## config.mk

```make
export PLATFORM = sky130hd
export DESIGN_NAME = mdio_slave
export DESIGN_NICKNAME = d
export VERILOG_FILES = /design/src/design/mdio_slave.v
export VERILOG_INCLUDE_DIRS = /design/src /design/src/design
export SDC_FILE = /design/constraint.sdc
export NUM_CORES = 1
export LEC_CHECK = 0
export BUFFER_PORTS_ARGS = -buffer_cell sky130_fd_sc_hd__buf_2
export CORE_MARGIN = 2
export CORE_UTILIZATION = 58
export CTS_CLUSTER_DIAMETER = 100
export DETAILED_ROUTE_END_ITERATION = 10
export HOLD_SLACK_MARGIN = 0.05
export PLACE_DENSITY = 0.79
export SLEW_MARGIN = 0
export SYNTH_ARGS = -nofsm -noshare
export SYNTH_HDL_FRONTEND = slang
export SYNTH_SLANG_ARGS = --single-unit
export TNS_END_PERCENT = 1
```

## constraint.sdc

```tcl
create_clock -name clock -period 2.6 [get_ports clock]
set_clock_uncertainty 0.15 [all_clocks]
set_input_delay 0.52 -clock clock [delete_from_list [all_inputs] [get_ports clock]]
set_output_delay 0.52 -clock clock [all_outputs]
set_load 0.005 [all_outputs]
```

## src/design/mdio_slave_regs.vh

```
// Purpose: constants for the clause 45 management slave
// Assumes: included by mdio_slave.v only
// Notes: frame field codes follow the clause 45 frame layout
`ifndef MDIO_SLAVE_REGS_VH
`define MDIO_SLAVE_REGS_VH
`define ST_C45 2'h0
`define OP_ADDR 2'h0
`define OP_WRITE 2'h1
`define OP_RDINC 2'h2
`define OP_READ 2'h3
`define TA_WR 2'h2
`define PRE_BITS 6'h20
`define DEV_PMA 5'h01
`define DEV_WIS 5'h02
`define DEV_PCS 5'h03
`define DEV_XGXS 5'h04
`define DEV_GLB 5'h1E
`define DEV_SEC 5'h1F
`define HDR_BITS 6'h0E
`define TA_BITS 6'h10
`define END_BITS 6'h20
`define CNT_ONE 6'h01
`define CNT_ZERO 6'h00
`define IDX_BITS 4
`define WIDE_BIT 15
`define ST_HI 13
`define ST_LO 12
`define OP_HI 11
`define OP_LO 10
`define PORT_HI 9
`define PORT_LO 6
`define CHAN_BIT 5
`define DEV_HI 4
`define DEV_LO 0
`endif

```

## src/design/mdio_slave.v

```verilog
// Purpose: clause 45 management slave, two channels, split 32-bit access
// Assumes: mdc and mdio_in are asynchronous pins; host keeps to link rate and ordering
// Notes: register space is a small array shared by both channels; address bit 15 marks 32-bit group
`timescale 1ns/100ps
`include "mdio_slave_regs.vh"

// Contract
// [RULE1] answer two port addresses: straps as upper four bits, channel as bit zero
// [RULE2] support address, write, read and read-increment clause 45 frames
// [RULE3] host keeps the management link at or below 2.5 Mbps
// [RULE4] host writes upper half first, then lower half, each after its address
// [RULE5] host never writes halves reversed nor only one half
// [RULE6] read-increment at lower-half address returns bits 15 to 0
// [RULE7] following plain read returns bits 31 to 16 at incremented address
// [RULE8] host repeats full three-step read for each 32-bit register
// [RULE9] each wide register reachable through an upper and a lower address
// [RULE10] only one register-access interface active; no arbitration here
// [RULE11] device field 1,2,3,4,1E,1F selects register groups; others ignored; here all six groups share one register array
// [RULE12] four strap bits allow sixteen devices on one host
// [RULE13] upper half staged; full word updates when lower half written
// [RULE14] read-increment captures upper half for the following read
module mdio_slave (
	// clock and control
	input wire clock,
	input wire rst,
	input wire clk_en,
	// strap pins
	input wire [3:0] port_strap,
	// management link
	input wire mdc,
	input wire mdio_in,
	output reg mdio_out_ff,
	output reg mdio_oe_n_ff
);

localparam S_IDLE = 2'h0;
localparam S_HDR = 2'h1;
localparam S_DATA = 2'h2;

reg [2:0] mdc_sync_ff;
reg [1:0] din_sync_ff;
reg [1:0] state_ff;
reg [5:0] cnt_ff;
reg [31:0] shift_ff;
reg [15:0] addr_ff [0:1];
reg [15:0] lo_mem [0:15];
reg [15:0] hi_mem [0:15];
reg [15:0] stage_ff [0:1];
reg [15:0] capt_ff [0:1];
reg [15:0] rd_ff;
reg [1:0] op_ff;
reg chan_ff;
reg hit_ff;
reg [3:0] strap_meta_ff;
reg [3:0] strap_ff;

wire mdc_rise = mdc_sync_ff[1] & ~mdc_sync_ff[2];
wire din = din_sync_ff[1];
wire [31:0] sh = {shift_ff[30:0], din};
// header fields, valid on the last header bit: current bit sits at sh[0]
wire [3:0] hdr_port = sh[`PORT_HI:`PORT_LO];
wire hdr_chan = sh[`CHAN_BIT];
wire [4:0] dev = sh[`DEV_HI:`DEV_LO];

// device field decode: unlisted groups are ignored
reg dev_ok;
always @* begin
	if (dev == `DEV_PMA) begin
		dev_ok = 1'h1; // [RULE11]
	end else if (dev == `DEV_WIS) begin
		dev_ok = 1'h1;
	end else if (dev == `DEV_PCS) begin
		dev_ok = 1'h1;
	end else if (dev == `DEV_XGXS) begin
		dev_ok = 1'h1;
	end else if (dev == `DEV_GLB) begin
		dev_ok = 1'h1;
	end else if (dev == `DEV_SEC) begin
		dev_ok = 1'h1;
	end else begin
		dev_ok = 1'h0;
	end
end

// port address: straps above, channel bit below
wire port_hit = (hdr_port == strap_ff); // [RULE1] [RULE12]
wire hdr_ok = (sh[`ST_HI:`ST_LO] == `ST_C45) && port_hit && dev_ok;
wire [15:0] cur = addr_ff[chan_ff];
wire [`IDX_BITS-1:0] idx = cur[`IDX_BITS:1];
wire wide = cur[`WIDE_BIT];
wire upper = cur[0];
// read side follows the channel of this header, chan_ff is still the old one
wire [15:0] rd_cur = addr_ff[hdr_chan];
wire [`IDX_BITS-1:0] rd_idx = rd_cur[`IDX_BITS:1];
wire rd_wide = rd_cur[`WIDE_BIT];
wire rd_upper = rd_cur[0];

// read data selection for the frame being started
reg [15:0] nxt_rd;
always @* begin
	nxt_rd = lo_mem[rd_idx];
	if (rd_wide && rd_upper) begin
		nxt_rd = capt_ff[hdr_chan]; // [RULE7] [RULE14]
	end else if (rd_wide) begin
		nxt_rd = lo_mem[rd_idx]; // [RULE6] [RULE9]
	end else begin
		nxt_rd = lo_mem[rd_idx];
	end
end

// pin synchronisers, frozen with the rest while clk_en is low
always @(posedge clock) begin
	if (rst) begin
		mdc_sync_ff <= 3'h0;
		din_sync_ff <= 2'h3;
		strap_meta_ff <= 4'h0;
		strap_ff <= 4'h0;
	end else if (clk_en) begin
		mdc_sync_ff <= {mdc_sync_ff[1:0], mdc};
		din_sync_ff <= {din_sync_ff[0], mdio_in};
		strap_meta_ff <= port_strap;
		strap_ff <= strap_meta_ff;
	end
end

integer i;
always @(posedge clock) begin
	if (rst) begin
		state_ff <= S_IDLE;
		cnt_ff <= `CNT_ZERO;
		shift_ff <= 32'h0;
		op_ff <= `OP_ADDR;
		chan_ff <= 1'h0;
		hit_ff <= 1'h0;
		rd_ff <= 16'h0;
		mdio_out_ff <= 1'h1;
		mdio_oe_n_ff <= 1'h1;
		addr_ff[0] <= 16'h0;
		addr_ff[1] <= 16'h0;
		stage_ff[0] <= 16'h0;
		stage_ff[1] <= 16'h0;
		capt_ff[0] <= 16'h0;
		capt_ff[1] <= 16'h0;
		for (i = 0; i < 16; i = i + 1) begin
			lo_mem[i] <= 16'h0;
			hi_mem[i] <= 16'h0;
		end
	end else if (clk_en) begin
		if (mdc_rise) begin
			shift_ff <= sh;
			case (state_ff)
			S_IDLE: begin
				// preamble of ones then start 00
				if (din) begin
					cnt_ff <= (cnt_ff == `PRE_BITS) ? cnt_ff : cnt_ff + `CNT_ONE;
				end else if (cnt_ff == `PRE_BITS) begin
					state_ff <= S_HDR;
					cnt_ff <= `CNT_ONE;
				end else begin
					cnt_ff <= `CNT_ZERO;
				end
			end
			S_HDR: begin
				cnt_ff <= cnt_ff + `CNT_ONE;
				if (cnt_ff == `HDR_BITS - `CNT_ONE) begin
					op_ff <= sh[`OP_HI:`OP_LO];
					chan_ff <= hdr_chan;
					hit_ff <= hdr_ok;
					// read frames: drive turnaround zero then data
					if (hdr_ok && sh[`OP_HI]) begin // [RULE2]
						rd_ff <= nxt_rd;
					end
				end else if (cnt_ff == `HDR_BITS) begin
					if (hit_ff && op_ff[1]) begin
						mdio_oe_n_ff <= 1'h0;
						mdio_out_ff <= 1'h0;
					end
				end else if (cnt_ff == `TA_BITS - `CNT_ONE) begin
					state_ff <= S_DATA;
					if (hit_ff && op_ff[1]) begin
						mdio_out_ff <= rd_ff[15];
						rd_ff <= {rd_ff[14:0], 1'h0};
					end
				end
			end
			default: begin
				cnt_ff <= cnt_ff + `CNT_ONE;
				if (hit_ff && op_ff[1]) begin
					mdio_out_ff <= rd_ff[15];
					rd_ff <= {rd_ff[14:0], 1'h0};
				end
				if (cnt_ff == `END_BITS - `CNT_ONE) begin
					state_ff <= S_IDLE;
					cnt_ff <= `CNT_ZERO;
					mdio_oe_n_ff <= 1'h1;
					mdio_out_ff <= 1'h1;
					if (hit_ff) begin
						case (op_ff)
						`OP_ADDR: addr_ff[chan_ff] <= sh[15:0];
						`OP_WRITE: begin
							if (wide && upper) begin
								stage_ff[chan_ff] <= sh[15:0]; // [RULE4] [RULE13]
							end else if (wide) begin
								lo_mem[idx] <= sh[15:0]; // [RULE13]
								hi_mem[idx] <= stage_ff[chan_ff];
							end else begin
								lo_mem[idx] <= sh[15:0];
							end
						end
						`OP_RDINC: begin
							addr_ff[chan_ff] <= cur + 16'h1; // [RULE7]
							capt_ff[chan_ff] <= hi_mem[idx]; // [RULE14]
						end
						default: begin
						end
						endcase
					end
				end
			end
			endcase
		end
	end
end

endmodule // mdio_slave

```

==> results.json <==
{
  "outcome": "finished with violations",
  "failing_checks": "negative setup slack",
  "timing.critical_path.arrival_ns": 3.13,
  "grt_pass1_vias": 23300,
  "worst_path_largest_cell_delay_ns": 0.58,
  "ys_seq_area_share_pct": 61.3,
  "worst_path_max_delay_cell": "or4_4",
  "post_route_cells_drive_above_1_share_pct": 23.4,
  "layout.cells.most_common": "edfxtp_1",
  "port-buffer-count": 10,
  "path_clk_slew_ns": 0.06,
  "synthDominantCellAreaShare_pct": 57.6,
  "ys_seq_elements": 668,
  "max_slew.worst_pin.slew_ns": 0.916,
  "floorplan.rows": 85,
  "finalPower_mw": 24.7,
  "worst_path_dominant_cell_family": "buffers and inverters",
  "post_syn_area_per_cell_um2": 12.1,
  "finalHoldViolCount": 0,
  "path_class": "register to register",
  "finish.utilization_pct": 70.3,
  "timing.critical_path.to_type": "register",
  "yosys.cell_types.count": 97,
  "clk_latency_ns": 0.64,
  "placedCellCount": 3422,
  "global_route_wire_length_before_repair_mm": 142,
  "placement.cell_area_um2": 34700,
  "drv_cap": 0,
  "slew-limit-headroom_pct": 38.9,
  "min_delay_worst_type": "input pin to register",
  "r2r_startpoint": "addr_ff[1][1]$_SDFFCE_PN0P_",
  "vias": 23700,
  "instances_no_fill": 3586,
  "cp_num_buf_inv": 5,
  "viasPerCell": 6.60,
  "timing_max_transition_violations_final": 0,
  "yosys_warnings": 0,
  "post-synth-top-area-cell": "edfxtp_1",
  "startpoint_type": "register",
  "global_route_total_overflow": 0,
  "worst_ir_drop_vdd_mv": 0.559,
  "hold_start": "clk_en",
  "finish.net_count": 2847,
  "fp.dieArea_um2": 56600,
  "tritoncts.num_buffers": 72,
  "cts_htree_levels": 3,
  "drc_errors": 0,
  "timing.critical_path.cells": "buf_6 > clkbuf_16 > buf_4 > buf_12 > buf_6 > nor2_1 > o22ai_1 > o31ai_1 > or4_4 > o211ai_1 > a32o_1",
  "coreArea_um2": 53900,
  "worst_hold_margin_ns": 0.251,
  "io_pins": 11,
  "post-route-worst-setup-slack_ns": -0.0927,
  "final.min_clock_period_ns": 2.69,
  "syn-num-nets": 2635,
  "die_h_um": 238,
  "synth-edff-count": 608,
  "area_delta_synth_final_pct": 19.6,
  "worst-r2r-cell-count": 11,
  "worstPathMaxFanout": 11,
  "netlist_top_cells_area": "edfxtp_1, and2_1, nor2_1",
  "worstPathRequired_ns": 3.03,
  "fin_crit_sh_pct": 104,
  "syn_inst": 2621,
  "wl_per_cell_um": 27.1,
  "timing.fmax_ghz": 0.371,
  "maximum_number_of_pins_on_one_net_before_global_route_repair": 82,
  "cts.root.buffer_cell": "clkbuf_16",
  "final_antenna_net_count": 0,
  "min_path_cells": 4,
  "yosys_most_used_dff": "edfxtp_1",
  "initial_utilization_pct": 58.8,
  "detailedRoute.firstIterationViolations": 3603,
  "grt_use_total_pct": 33.8,
  "rsz0062_at_grt": "yes",
  "antenna_found_initial": 1,
  "p_per_area_nw_per_um2": 651,
  "postRouteWirelength_mm": 97.1,
  "clk_sinks": 668,
  "leakagePower_nw": 13.3,
  "finalWeightedCongestion": 0.913,
  "most_used_cells_in_the_layout_excluding_fill_and_tap_cells": "edfxtp_1, nor2_1, and2_1",
  "worstSetupStartpoint": "addr_ff[1][1]$_SDFFCE_PN0P_",
  "cp_num_cells": 11,
  "setup_viol": 8,
  "cts_max_path_buffers": 3,
  "ys_async_sr_fraction_pct": 0,
  "cts_tree": "done",
  "cpMostUsedCell": "buf_6",
  "synth.cell_area_um2": 31700,
  "postLayoutCellArea_um2": 37900,
  "dieWidth_um": 238,
  "first_pass_iters": 6,
  "place_hpwl_mm": 61.9
}
[what timing repair did]
item | CTS | global route
setup endpoints to repair | 39 | 307
hold buffers | 6 | 0
cloned | 0 | 6
setup buffers | 3 | 22
resized for setup | 19 | 99
pin swaps | 2 | 30
endpoints found under the hold margin | 6 | 0
[state kept, by name, indices dropped and copies added (netlist names), 2 cells and up, named ones only]
signal / count
strap_ff: 4
shift_ff: 15
state_ff: 2
mdc_sync_ff: 3
strap_meta_ff: 4
cnt_ff: 6
rd_ff: 16
addr_ff: 32
lo_mem: 256
stage_ff: 32
capt_ff: 32
op_ff: 2
din_sync_ff: 2
hi_mem: 256
[report_power, final]
group          total [mW]  switching [mW]  internal [mW]
combinational        2.06            1.22          0.845
sequential           12.4           0.208           12.2
clock                10.2            4.38           5.86
[per-stage QoR]
stage | setup TNS (ns) | setup WS [ns]
3_5_place_dp | -1.22 | -0.337
3_3_place_gp | -0.832 | -0.266
5_1_grt | -1.33 | -0.128
4_1_cts | -0.148 | -0.0407
6_report | -0.177 | -0.0927
2_1_floorplan | -6.76 | -0.0604
[cell type report]
| class | count | area (µm²) |
|---|---|---|
| clock inverters | 35 | 395 |
| multi-input cells | 1723 | 11600 |
| flip-flops and latches | 668 | 19500 |
| repair inverters | 1 | 6.26 |
| diodes | 1 | 2.50 |
| well taps | 696 | 871 |
| repair buffers | 349 | 3530 |
| fillers | 3460 | 16000 |
| inverters | 18 | 72.6 |
| clock buffers | 95 | 1950 |
[tightest hold or removal path, stage by stage]
cell	delay [ns]
buf_2	0.11
buf_4	0.20
nand2_1	0.10
a21oi_1	0.06
[final timing paths]
path	to	slack, ns
worst max-delay path	rd_ff[8]$_SDFFE_PP0P_	-0.09
worst min-delay path	mdc_sync_ff[2]$_SDFFE_PP0P_	0.25
worst max register to register	rd_ff[8]$_SDFFE_PP0P_	-0.09
worst min register to register	mdc_sync_ff[2]$_SDFFE_PP0P_	0.33
[metal layers]
metal / part of all wire [%] / up-vias / global-route usage, %
met2: 47 / 1718 / 54.7
met5: 0 / - / 0
met4: 6.2 / 0 / 18.8
met3: 12 / 373 / 6.80
met1: 35 / 11600 / 43.0
li1: - / 10000 / -
[cell usage after synthesis (9+ instances only)]
master and n:
and2_1 278, a22oi_1 33, nor3_1 31, clkbuf_1 118
a21boi_1 16, dfxtp_1 60, a32o_1 18, buf_6 10
or4_1 12, inv_1 15, buf_4 13, xnor2_1 10
edfxtp_1 608, nor2b_1 25, o22ai_1 47, nand4_1 9
buf_2 65, a21oi_1 94, nand3_1 37, o211ai_1 16
nor2_2 18, o31ai_1 25, or2_2 20, a221oi_1 32
nand2b_1 70, o21ai_0 77, nand2_1 111, and3_1 24
mux4_2 64, nor2_1 442, mux2i_1 56
[cells by family (layout without fill, tap and decap cells)]
logic type / Yosys count / in the layout / share of synthesized area, %
AND/OR/NAND/NOR: 1122 / 1122 / 17.9
AO/OA/AOI/OAI: 447 / 447 / 9.86
adder cells (fa/ha/maj): 5 / 5 / 0.197
XOR/XNOR: 17 / 17 / 0.469
multiplexers: 132 / 132 / 6.84
other: 0 / 1 / 0
buffers and inverters: 230 / 498 / 3.38
flip-flops: 668 / 668 / 61.3
Power figures use the tool's default switching activity.
